<file path="src/counter_rear_pkg.sv">
`default_nettype none
package counter_rear_pkg;
    // clock and timebase
    localparam int unsigned REF_CLK_HZ     = 10_000_000;
    localparam int unsigned UNIT_NS        = 100;
    localparam int unsigned GATE_TIME_MS   = 1000;
    localparam int unsigned GATE_UNITS_DEF = GATE_TIME_MS * (REF_CLK_HZ / 1000);
    localparam int unsigned RESET_MIN_MS   = 10;
    localparam int unsigned PRESCALE_SHIFT = 4;

    // register map (byte addresses)
    localparam logic [3:0] OFS_CTRL   = 4'h0;
    localparam logic [3:0] OFS_STATUS = 4'h4;
    localparam logic [3:0] OFS_RESULT = 4'h8;

    // control register fields
    localparam int unsigned CTRL_FUNC_LSB  = 0;
    localparam int unsigned CTRL_EXT_BIT   = 3;
    localparam int unsigned CTRL_FREQ_LSB  = 4;
    localparam int unsigned CTRL_REAR_BIT  = 6;
    localparam int unsigned CTRL_FRONT_BIT = 7;
    localparam logic [7:0]  CTRL_RESET     = 8'hE0;

    // status register fields
    localparam int unsigned STAT_STATE_LSB = 0;
    localparam int unsigned STAT_GATE_BIT  = 3;
    localparam int unsigned STAT_LAMP_BIT  = 4;
    localparam int unsigned STAT_PRE_BIT   = 5;

    // rear pin synchroniser slots
    localparam int unsigned PIN_EXT_REF = 0;
    localparam int unsigned PIN_CH_A    = 1;
    localparam int unsigned PIN_CH_B    = 2;
    localparam int unsigned PIN_PRE_N   = 3;
    localparam int unsigned PIN_RST_N   = 4;
    localparam int unsigned PIN_ARM_N   = 5;
    localparam int unsigned PIN_COUNT   = 6;
    localparam logic [5:0]  PIN_RESET   = 6'h38;

    // external standard weights in 100 ns units
    localparam logic [3:0] WEIGHT_1MHZ  = 4'hA;
    localparam logic [3:0] WEIGHT_5MHZ  = 4'h2;
    localparam logic [3:0] WEIGHT_10MHZ = 4'h1;

    typedef enum logic [1:0] {
        STD_1MHZ  = 2'b00,
        STD_5MHZ  = 2'b01,
        STD_10MHZ = 2'b10
    } std_freq_t;

    typedef enum logic [2:0] {
        frequency_first_channel   = 3'b000,
        period_first_channel      = 3'b001,
        second_over_first_ratio   = 3'b010,
        event_total_first_channel = 3'b011,
        event_total_second        = 3'b100
    } func_t;

    typedef enum logic [2:0] {
        ST_ABORT = 3'b000,
        ST_ARM   = 3'b001,
        ST_SYNC  = 3'b010,
        ST_GATE  = 3'b011,
        ST_DONE  = 3'b100
    } meas_state_t;
endpackage
`default_nettype wire

</file>
<file path="src/counter_rear_port_control.sv">
`default_nettype none
module counter_rear_port_control
    import counter_rear_pkg::*;
#(
    parameter int unsigned GATE_UNITS = GATE_UNITS_DEF
) (
    input  wire logic        ref_clk,
    input  wire logic        rst_n,
    input  wire logic        ce,
    input  wire logic [3:0]  addr,
    input  wire logic [31:0] wdata,
    input  wire logic        wr,
    input  wire logic        rd,
    output logic      [31:0] rdata,
    input  wire logic        ext_ref,
    input  wire logic        ch_a,
    input  wire logic        ch_b,
    input  wire logic        prescale_n,
    input  wire logic        rear_reset_n,
    input  wire logic        rear_arm_n,
    output logic             ref_out_q,
    output logic             gate_open_q,
    output logic             lamp_test_q,
    output logic      [31:0] result_q,
    output logic             result_valid_q
);
    wire  [PIN_COUNT-1:0] s2_q;
    wire  [PIN_COUNT-1:0] s3_q;
    logic [7:0]           ctrl_q;
    meas_state_t          state_q;
    meas_state_t          state_d;
    logic [31:0]          count_q;
    logic [31:0]          unit_cnt_q;
    logic [3:0]           unit_inc;
    logic                 arm_ok;
    logic                 a_edge;
    logic                 b_edge;
    logic                 gate_end;
    func_t                func;
    std_freq_t            std_sel;

    function automatic logic [3:0] std_weight(input std_freq_t f);
        case (f)
            STD_1MHZ: std_weight = WEIGHT_1MHZ;
            STD_5MHZ: std_weight = WEIGHT_5MHZ;
            default:  std_weight = WEIGHT_10MHZ;
        endcase
    endfunction

    function automatic logic [31:0] scale(input func_t f, input logic pre, input logic [31:0] v);
        scale = v;
        if (pre) begin
            case (f)
                frequency_first_channel,
                event_total_first_channel: scale = v << PRESCALE_SHIFT;
                period_first_channel,
                second_over_first_ratio:   scale = v >> PRESCALE_SHIFT;
                default:                   scale = v;
            endcase
        end
    endfunction

    // two-flop synchronisers plus an edge stage; reset and arm idle high
    genvar gi;
    generate
        for (gi = 0; gi < PIN_COUNT; gi++) begin : g_sync
            logic pin;
            logic m1_q;
            logic m2_q;
            logic m3_q;
            assign pin = (gi == PIN_EXT_REF) ? ext_ref :
                         (gi == PIN_CH_A)    ? ch_a :
                         (gi == PIN_CH_B)    ? ch_b :
                         (gi == PIN_PRE_N)   ? prescale_n :
                         (gi == PIN_RST_N)   ? rear_reset_n : rear_arm_n;
            always_ff @(posedge ref_clk) begin
                if (!rst_n) begin
                    m1_q <= PIN_RESET[gi];
                    m2_q <= PIN_RESET[gi];
                    m3_q <= PIN_RESET[gi];
                end else if (ce) begin
                    m1_q <= pin;
                    m2_q <= m1_q;
                    m3_q <= m2_q;
                end
            end
            // each slot owns its flops; only the settled stages leave the block
            assign s2_q[gi] = m2_q;
            assign s3_q[gi] = m3_q;
        end
    endgenerate

    assign func    = func_t'(ctrl_q[CTRL_FUNC_LSB +: 3]);
    assign std_sel = std_freq_t'(ctrl_q[CTRL_FREQ_LSB +: 2]);
    assign a_edge  = s2_q[PIN_CH_A] & ~s3_q[PIN_CH_A];
    assign b_edge  = s2_q[PIN_CH_B] & ~s3_q[PIN_CH_B];

    always_comb begin
        unit_inc = 4'h1;
        if (ctrl_q[CTRL_EXT_BIT]) begin
            unit_inc = (s2_q[PIN_EXT_REF] & ~s3_q[PIN_EXT_REF]) ? std_weight(std_sel) : 4'h0;
        end
    end

    // rear arm gates the front arm
    assign arm_ok = ctrl_q[CTRL_FRONT_BIT] & (~ctrl_q[CTRL_REAR_BIT] | s2_q[PIN_ARM_N]);

    always_comb begin
        case (func)
            frequency_first_channel: gate_end = unit_cnt_q >= GATE_UNITS;
            period_first_channel,
            second_over_first_ratio: gate_end = a_edge;
            default:                 gate_end = ~arm_ok;
        endcase
    end

    always_comb begin
        state_d = state_q;
        case (state_q)
            ST_ABORT: state_d = ST_ARM;
            ST_ARM:   if (arm_ok) begin
                state_d = (func == period_first_channel || func == second_over_first_ratio)
                          ? ST_SYNC : ST_GATE;
            end
            ST_SYNC:  if (a_edge) begin
                state_d = ST_GATE;
            end
            ST_GATE:  if (gate_end) begin
                state_d = ST_DONE;
            end
            ST_DONE:  state_d = ST_ARM;
            default:  state_d = ST_ABORT;
        endcase
        if (!s2_q[PIN_RST_N]) begin
            state_d = ST_ABORT;
        end
    end

    always_ff @(posedge ref_clk) begin
        if (!rst_n) begin
            state_q     <= ST_ABORT;
            gate_open_q <= 1'b0;
        end else if (ce) begin
            state_q     <= state_d;
            gate_open_q <= (state_d == ST_GATE);
        end
    end

    always_ff @(posedge ref_clk) begin
        if (!rst_n) begin
            count_q    <= 32'h0000_0000;
            unit_cnt_q <= 32'h0000_0000;
        end else if (ce) begin
            if (state_q != ST_GATE) begin
                count_q    <= 32'h0000_0000;
                unit_cnt_q <= 32'h0000_0000;
            end else begin
                unit_cnt_q <= unit_cnt_q + {28'h0, unit_inc};
                case (func)
                    period_first_channel:    count_q <= count_q + {28'h0, unit_inc};
                    second_over_first_ratio,
                    event_total_second:      count_q <= count_q + {31'h0, b_edge};
                    default:                 count_q <= count_q + {31'h0, a_edge};
                endcase
            end
        end
    end

    always_ff @(posedge ref_clk) begin
        if (!rst_n) begin
            result_q       <= 32'h0000_0000;
            result_valid_q <= 1'b0;
        end else if (ce) begin
            result_valid_q <= (state_q == ST_DONE);
            if (state_q == ST_DONE) begin
                result_q <= scale(func, ~s2_q[PIN_PRE_N], count_q);
            end
        end
    end

    always_ff @(posedge ref_clk) begin
        if (!rst_n) begin
            lamp_test_q <= 1'b0;
        end else if (ce) begin
            lamp_test_q <= ~s2_q[PIN_RST_N];
        end
    end

    // timebase clock out, one edge per nonzero unit increment: each 100 ns unit internally, each standard edge when external
    always_ff @(posedge ref_clk) begin
        if (!rst_n) begin
            ref_out_q <= 1'b0;
        end else if (ce && unit_inc != 4'h0) begin
            ref_out_q <= ~ref_out_q;
        end
    end

    always_ff @(posedge ref_clk) begin
        if (!rst_n) begin
            ctrl_q <= CTRL_RESET;
        end else if (ce && wr && addr == OFS_CTRL) begin
            ctrl_q <= wdata[7:0];
        end
    end

    always_ff @(posedge ref_clk) begin
        if (!rst_n) begin
            rdata <= 32'h0000_0000;
        end else if (ce) begin
            rdata <= 32'h0000_0000;
            if (rd) begin
                case (addr)
                    OFS_CTRL:   rdata <= {24'h0, ctrl_q};
                    OFS_STATUS: rdata <= {26'h0, ~s2_q[PIN_PRE_N], lamp_test_q,
                                          gate_open_q, state_q};
                    OFS_RESULT: rdata <= result_q;
                    default:    rdata <= 32'h0000_0000;
                endcase
            end
        end
    end

    a_abort_lamp: assert property (@(posedge ref_clk) disable iff (!rst_n)
        ce && !s2_q[PIN_RST_N] |=> lamp_test_q && state_q == ST_ABORT)
        else $error("reset low did not abort with lamp test");
    a_abort_gate: assert property (@(posedge ref_clk) disable iff (!rst_n)
        ce && !s2_q[PIN_RST_N] |=> !gate_open_q)
        else $error("gate open during reset");
    a_resume_release: assert property (@(posedge ref_clk) disable iff (!rst_n)
        ce && state_q == ST_ABORT && s2_q[PIN_RST_N] |=> state_q == ST_ARM)
        else $error("no fresh start after reset release");
    a_arm_blocks: assert property (@(posedge ref_clk) disable iff (!rst_n)
        ce && state_q == ST_ARM && !arm_ok |=> state_q inside {ST_ARM, ST_ABORT})
        else $error("measurement started while disarmed");
    a_rear_arm_and: assert property (@(posedge ref_clk) disable iff (!rst_n)
        ce && state_q == ST_ARM && ctrl_q[CTRL_REAR_BIT] && !s2_q[PIN_ARM_N]
        |=> state_q != ST_GATE && state_q != ST_SYNC)
        else $error("rear arm low ignored");
    a_wait_arm: assert property (@(posedge ref_clk) disable iff (!rst_n)
        ce && $rose(state_q == ST_GATE) |-> $past(arm_ok, 1) || $past(a_edge, 1))
        else $error("gate opened without arming");
    a_prescale_up: assert property (@(posedge ref_clk) disable iff (!rst_n)
        ce && state_q == ST_DONE && func == frequency_first_channel && !s2_q[PIN_PRE_N]
        |=> result_q == {$past(count_q[27:0]), 4'h0})
        else $error("frequency not scaled by sixteen");
    a_prescale_down: assert property (@(posedge ref_clk) disable iff (!rst_n)
        ce && state_q == ST_DONE && func == period_first_channel && !s2_q[PIN_PRE_N]
        |=> result_q == {4'h0, $past(count_q[31:4])})
        else $error("period not scaled by sixteen");
    a_ref_toggle: assert property (@(posedge ref_clk) disable iff (!rst_n)
        ce && !ctrl_q[CTRL_EXT_BIT] |=> ref_out_q != $past(ref_out_q))
        else $error("internal timebase out stalled");
    a_ext_weight: assert property (@(posedge ref_clk) disable iff (!rst_n)
        ctrl_q[CTRL_EXT_BIT] && std_sel == STD_1MHZ && unit_inc != 4'h0 |-> unit_inc == 4'hA)
        else $error("wrong weight for 1 MHz standard");
    a_idle_high: assert property (@(posedge ref_clk)
        !rst_n |=> s2_q[PIN_RST_N] && s2_q[PIN_ARM_N])
        else $error("reset or arm line not idle high");
    a_gate_track: assert property (@(posedge ref_clk) disable iff (!rst_n)
        gate_open_q == (state_q == ST_GATE))
        else $error("gate output out of step");
endmodule
`default_nettype wire

</file>
<file path="config.mk">
export PLATFORM = sky130hd
export DESIGN_NAME = counter_rear_port_control
export DESIGN_NICKNAME = d
export VERILOG_FILES = /design/src/counter_rear_pkg.sv /design/src/counter_rear_port_control.sv
export SDC_FILE = /design/constraint.sdc
export NUM_CORES = 1
export LEC_CHECK = 0
export ABC_AREA = 1
export ABC_CLOCK_PERIOD_IN_PS = 4000
export BUFFER_PORTS_ARGS = -buffer_cell sky130_fd_sc_hd__buf_2
export CORE_ASPECT_RATIO = 1.1
export CORE_MARGIN = 5
export CORE_UTILIZATION = 50
export DETAILED_ROUTE_END_ITERATION = 12
export PLACE_DENSITY_LB_ADDON = 0.3
export SLEW_MARGIN = 20
export SYNTH_ARGS = -nofsm -noshare
export SYNTH_HDL_FRONTEND = slang
export SYNTH_SLANG_ARGS = --single-unit
export TNS_END_PERCENT = 10
</file>
<file path="constraint.sdc">
create_clock -name ref_clk -period 4 [get_ports ref_clk]
set_input_delay 0.8 -clock ref_clk [delete_from_list [all_inputs] [get_ports ref_clk]]
set_output_delay 0.8 -clock ref_clk [all_outputs]
set_load 0.03 [all_outputs]
</file>
== After elaboration in Yosys (flattened, before gate mapping) ==
Cells that the tools add are included.

* Order comparisons: 1
* Add/sub/neg operators: 4
* Bitwise operators: 13
* Mux-type cells: 17
* Shift operators: 0
* $mul: 0
* Equality and inequality tests: 13
* Reduce and logical (&&, ||, !) cells: 14
* Divide/modulo/power cells: 0

{| class="wikitable"
|+ Operator list
! operator !! count
|-
| $mux 32 || 4
|-
| $pmux 32 s2 || 2
|-
| $pmux 32 s3 || 1
|-
| $add 32x1->32 || 2
|-
| $add 32x4->32 || 2
|-
| $ge 32x24->1 const B || 1
|-
| $eq 3x2->1 const B || 5
|-
| $mux 3 || 4
|-
| $pmux 3 s4 || 1
|-
| $mux 4 || 2
|-
| $not 1->1 || 8
|-
| $pmux 4 s2 || 1
|-
| $reduce_or 2->1 || 4
|-
| $eq 3x1->1 const B || 2
|-
| $eq 3x3->1 const B || 2
|-
| $logic_not 3->1 || 2
|-
| $and 1x1->1 || 4
|-
| $eq 4x3->1 const B || 1
|-
| $eq 4x4->1 const B || 1
|-
| $logic_not 4->1 || 1
|-
| $reduce_bool 4->1 || 1
|-
| $logic_and 1x1->1 || 3
|-
| $ne 3x2->1 const B || 1
|-
| $eq 2x1->1 const B || 1
|-
| other kinds (6) || 6
|}

* Memories: 0
* Bits in latches: 0
* Flip-flop bits (word level): 158
* ROM bits: 0
* Input bits: 47
* Output and inout port bits: 68
* RAM bits: 0

== Depth between registers and ports, before layout ==
* Depth in word-level cells: 9
* Gate-level depth with buffers: 20
* Mapped depth without buffers: 20

== Worst setup path before layout ==
OpenSTA, ideal clock, no wires.

* Path kind: reg2reg
* From: register ctrl_q[1]
* To: register count_q[26]
* Path slack: 1.479 ns
* Arrival time: 2.403 ns
* Buffers on the path: 0
* Setup time: 0.118 ns
* Cell stages (with the launch flop): 19
* Required time: 3.882 ns
* Path through: dfxtp_1 inv_1 nor2_1 nor2_1 nand2_1 inv_1 o21ai_0 o311ai_0 ha_1 fa_1 inv_1 o21ai_4 nand3_2 nor2_4 nand4_4 nor2_4 nand2_2 nor3_1 nor2_1

* Longest elaborated chain between the ends: 4
* Elaborated cells between the ends (all ways): 6
* Classes of those cells: eq/ne (3); mux (2); reduce/logical (1)

{| class="wikitable"
|+ RTL lines
! what !! line !! source
|-
| start, declared || counter_rear_port_control.sv:29 || <nowiki>logic [7:0] ctrl_q;</nowiki>
|-
| start signal, assigned || counter_rear_port_control.sv:202 || <nowiki>ctrl_q <= wdata[7:0];</nowiki>
|-
| $eq 3x2->1 / $eq 3x3->1 (equally long branches) || counter_rear_port_control.sv:159 || <nowiki>case (func)</nowiki>
|-
| $reduce_or 2->1 || counter_rear_port_control.sv:159 ||
|-
| $pmux 32 s2 * || counter_rear_port_control.sv:159 ||
|-
| $mux 32 * || counter_rear_port_control.sv:154 || <nowiki>if (state_q != ST_GATE) begin</nowiki>
|-
| end signal, assigned || counter_rear_port_control.sv:160 || <nowiki>period_first_channel: count_q <= count_q + {28'h0, unit_inc};</nowiki>
|-
| end signal, assigned || counter_rear_port_control.sv:162 || <nowiki>event_total_second: count_q <= count_q + {31'h0, b_edge};</nowiki>
|-
| end signal, assigned || counter_rear_port_control.sv:163 || <nowiki>default: count_q <= count_q + {31'h0, a_edge};</nowiki>
|-
| end, declared || counter_rear_port_control.sv:32 || <nowiki>logic [31:0] count_q;</nowiki>
|}

Mark *: on every way between the ends. The rest lies on a longest branch, timed or not.
A chain may end at the register's enable or synchronous reset.

== Worst setup path in the final report ==
* From: register ctrl_q[1]
* To: register count_q[22]

The elaborated chain is that of the path after synthesis.

==> PnR_summary.wiki <==
{| class="wikitable"
! Metric !! Value
|-
| Hold Buf Count CTS || 0
|-
| Overall global routing resource usage || 23.85%
|-
| Count of mapped cells out of synthesis || between 1,000 and 1,500
|-
| Met2 Wirelength || 10.12 mm
|-
| Met1 layer wirelength in the final routing || 9.701 mm
|-
| Delay contributed by the slowest stage of the critical path || 0.32 ns
|-
| Resize count post-CTS || 0
|-
| Met3 wire length || 1.437 mm
|-
| Largest net degree at the start of global routing || 62
|-
| Worst-case clock skew || 0.007724 ns
|-
| Most frequent cell on the critical path || sky130_fd_sc_hd__inv_1
|-
| Worst Path Class, Setup || flip-flop to flip-flop
|-
| 1st-pass router iterations || 5
|-
| Clock buffer count from CTS || 17
|-
| Initial Utilization || about half
|-
| Final critical-path share of the clock period || 78.46%
|-
| Clock transition at path regs || 0.07 ns
|-
| Placed cell areas || 8442 um^2
|-
| Final-report hold violation count || 0
|-
| Setup-violating endpoint count in the final report || 0
|-
| Residual overflow from global routing || 0
|-
| Final design utilization || a little under 60%
|-
| Number of buffers inserted by port buffering || 90
|-
| Number of distinct library cells after synthesis || 47
|-
| CTS root buf || sky130_fd_sc_hd__clkbuf_16
|-
| Total number of H-tree levels || 4
|-
| Crit-path slowest cell || sky130_fd_sc_hd__dfxtp_1
|-
| Total die area || about 18,000 um^2
|-
| Reported leakage power || 3.543 nW
|-
| Result of the run || finished clean
|-
| Flip-flop and latch count after synthesis || 158
|-
| Buffer levels on the longest clock path || 2
|-
| Routed length per instance || ~15 um
|-
| Non-Filler Cell Area, Final || between 9000 and 10,000 um^2
|-
| Hold/Removal Path Class || flip-flop to flip-flop
|-
| Highest layer used for signal routing || met4
|-
| Max-cap check violation count || 0
|-
| Via count of the first global-routing pass || 7,235
|-
| Final slew viol count || 0
|-
| Antenna violation net count after detailed routing || 0
|-
| Initial antenna violation count || 0
|-
| TritonCTS clock tree || done
|-
| Time the final worst path needs with I/O delays and setup || around 3.1 ns
|-
| Residual DRC || 0
|-
| Unrepaired setup endpoints after global routing || false
|-
| Layout area overhead || 14.64%
|-
| Number of design-rule violations left by the first detailed-router iteration || 607
|-
| Critical path startpoint category || flip-flop
|-
| Proportion of layout cells with a drive suffix above 1 || 13.57%
|-
| Die height || 141.5 um
|-
| Routability congestion estimate from global placement || 0.9313
|-
| WP data required || 4.38 ns
|-
| Number of post-CTS setup repair buffers || 0
|-
| Largest fanout on the critical path || 16
|-
| Cells along the critical path || inv_1 -> nor2_1 -> nor2_1 -> nand2_1 -> buf_4 -> inv_1 -> o21ai_0 -> o311ai_0 -> ha_1 -> fa_1 -> inv_1 -> o21ai_4 -> nand3_2 -> nor2_4 -> nand4_4 -> nor2_4 -> nand2_2 -> a21oi_1 -> o21a_1
|-
| Post-synth net total || 1,195
|-
| Critical Path Sink Type || flip-flop
|-
| Rel. slew slack || 41.40%
|-
| Clock net sink count || 158
|-
| Via density per instance || 5.512
|-
| Post-synth ARST share || 0%
|-
| IR Drop Worst-Case VDD || between 0.2 and 0.3 mV
|-
| Worst path top cell family by delay || simple AND/OR/NAND/NOR gates
|-
| Top Ports || 115
|-
| Pin slew with the least headroom to its limit || between 0.8 and 0.9 ns
|-
| Area of the core region || 15,550 um^2
|-
| Wire length of the first global-routing pass || between 30 and 40 mm
|-
| Number of flops mapped to enable cells by yosys || 0
|-
| Detailed Route WL || about 22 mm
|-
| Diodes inserted || 0
|-
| Core Rows || 48
|-
| Post-Synthesis Mean Instance Area || 6.899 um^2
|-
| Endpoint arrival time on the critical path || 3.51 ns
|-
| Power density of the placed cells || around 380 nW/um^2
|-
| Clock network latency to the later pin of the worst-skew pair || around 0.43 ns
|-
| Half-perimeter wire length after detailed placement || roughly 16 mm
|-
| Final TNS setup || 0 ns
|-
| Post-Syn Area || 7865 um^2
|-
| Ys Warns || 0
|-
| Main flop type after synthesis || sky130_fd_sc_hd__dfxtp_1
|-
| Count of buffering cells on the critical path with inverters included || 4
|-
| Fraction of the yosys area taken by sequential cells || between 40% and 50%
|-
| Number of nets in the finished design || 1,265
|-
| Routed via count || between 7,000 and 8,000
|-
| Die Span X || 129.6 um
|-
| Fmax achieved || 0.3186 GHz
|}
[power by group]
part / total [mW] / internal, mW / switching [mW] / leakage [nW]
Clock: 1.59 / 0.883 / 0.702 / 0.275
Sequential: 1.62 / 1.60 / 0.0221 / 1.28
Combinational: 0.223 / 0.0612 / 0.161 / 1.99
[layout by cell type, fill, tap and decap left out, types with 6 or more instances in the layout]
cell,count
sky130_fd_sc_hd__clkbuf_16,17
sky130_fd_sc_hd__inv_1,135
sky130_fd_sc_hd__o21a_1,6
sky130_fd_sc_hd__dfxtp_1,158
sky130_fd_sc_hd__nand4_1,29
sky130_fd_sc_hd__o211ai_1,6
sky130_fd_sc_hd__buf_4,11
sky130_fd_sc_hd__a21oi_1,138
sky130_fd_sc_hd__o221ai_1,21
sky130_fd_sc_hd__nor3_1,33
sky130_fd_sc_hd__nand2_1,245
sky130_fd_sc_hd__nand3_1,54
sky130_fd_sc_hd__o21ai_0,107
sky130_fd_sc_hd__nor2_1,92
sky130_fd_sc_hd__ha_1,6
sky130_fd_sc_hd__buf_2,90
[metrics by stage]
step                total power, mW  std cells  worst slack, ns  hold WS (ns)
floorplan                     1.807       1140            1.479        0.4236
global placement              1.875       1391           0.7708        0.4374
detailed placement            1.878       1391           0.7376        0.4461
CTS                           3.445       1423           0.9094        0.4534
global route                  3.546       1423           0.4736        0.4722
finish                        3.431       1423           0.8617        0.4568
[registers in the layout (all words and copies together) (netlist names)]
signal,flops
result_valid_q,1
state_q,3
rdata,32
g_sync.m3_q,3
g_sync.m1_q,6
ctrl_q,8
unit_cnt_q,32
g_sync.m2_q,6
lamp_test_q,1
ref_out_q,1
result_q,32
count_q,32
gate_open_q,1
[metal layers]
metal	GRT usage [%]	up-vias
met4	7.440	0
met5	0	-
li1	-	3964
met1	32.26	3600
met3	4.443	36
met2	38.64	243
[logic make-up after synthesis]
group | synth area share, %
AND/OR/NAND/NOR | 27.24
adder cells (fa/ha/maj) | 1.464
XOR/XNOR | 0.3341
flip-flops | 40.22
buffers and inverters | 9.290
AO/OA/AOI/OAI | 21.46
[synth_stat cells, types with 5 or more instances]
cell type,number,area [um^2]
sky130_fd_sc_hd__a21oi_1,138,690.7
sky130_fd_sc_hd__buf_1,5,18.77
sky130_fd_sc_hd__clkbuf_1,37,138.9
sky130_fd_sc_hd__dfxtp_1,158,3163
sky130_fd_sc_hd__ha_1,6,75.07
sky130_fd_sc_hd__inv_1,135,506.7
sky130_fd_sc_hd__nand2_1,245,919.6
sky130_fd_sc_hd__nand2_2,5,31.28
sky130_fd_sc_hd__nand3_1,54,270.3
sky130_fd_sc_hd__nand4_1,29,181.4
sky130_fd_sc_hd__nor2_1,93,349.1
sky130_fd_sc_hd__nor3_1,33,165.2
sky130_fd_sc_hd__o211ai_1,6,45.04
sky130_fd_sc_hd__o21a_1,6,45.04
sky130_fd_sc_hd__o21ai_0,107,535.5
sky130_fd_sc_hd__o221ai_1,21,183.9
sky130_fd_sc_hd__or2_2,5,31.28
[final cells by class]
class	instances	area, um^2
Multi-Input combinational cell	793	3974
Tap cell	200	250.2
Clock inverter	14	135.1
Timing Repair Buffer	101	533.0
Fill cell	1484	6539
Sequential cell	158	3163
Clock buffer	18	439.2
Inverter	139	521.8
[worst paths after layout]
path              cells after the start  slack [ns]       from          end
hold / removal                        1        0.46  ref_out_q    ref_out_q
setup reg to reg                     19        0.86  ctrl_q[1]  count_q[22]
hold reg to reg                       1        0.46  ref_out_q    ref_out_q
setup / recovery                     19        0.86  ctrl_q[1]  count_q[22]
No activity file was read; power rests on OpenSTA's default activity.
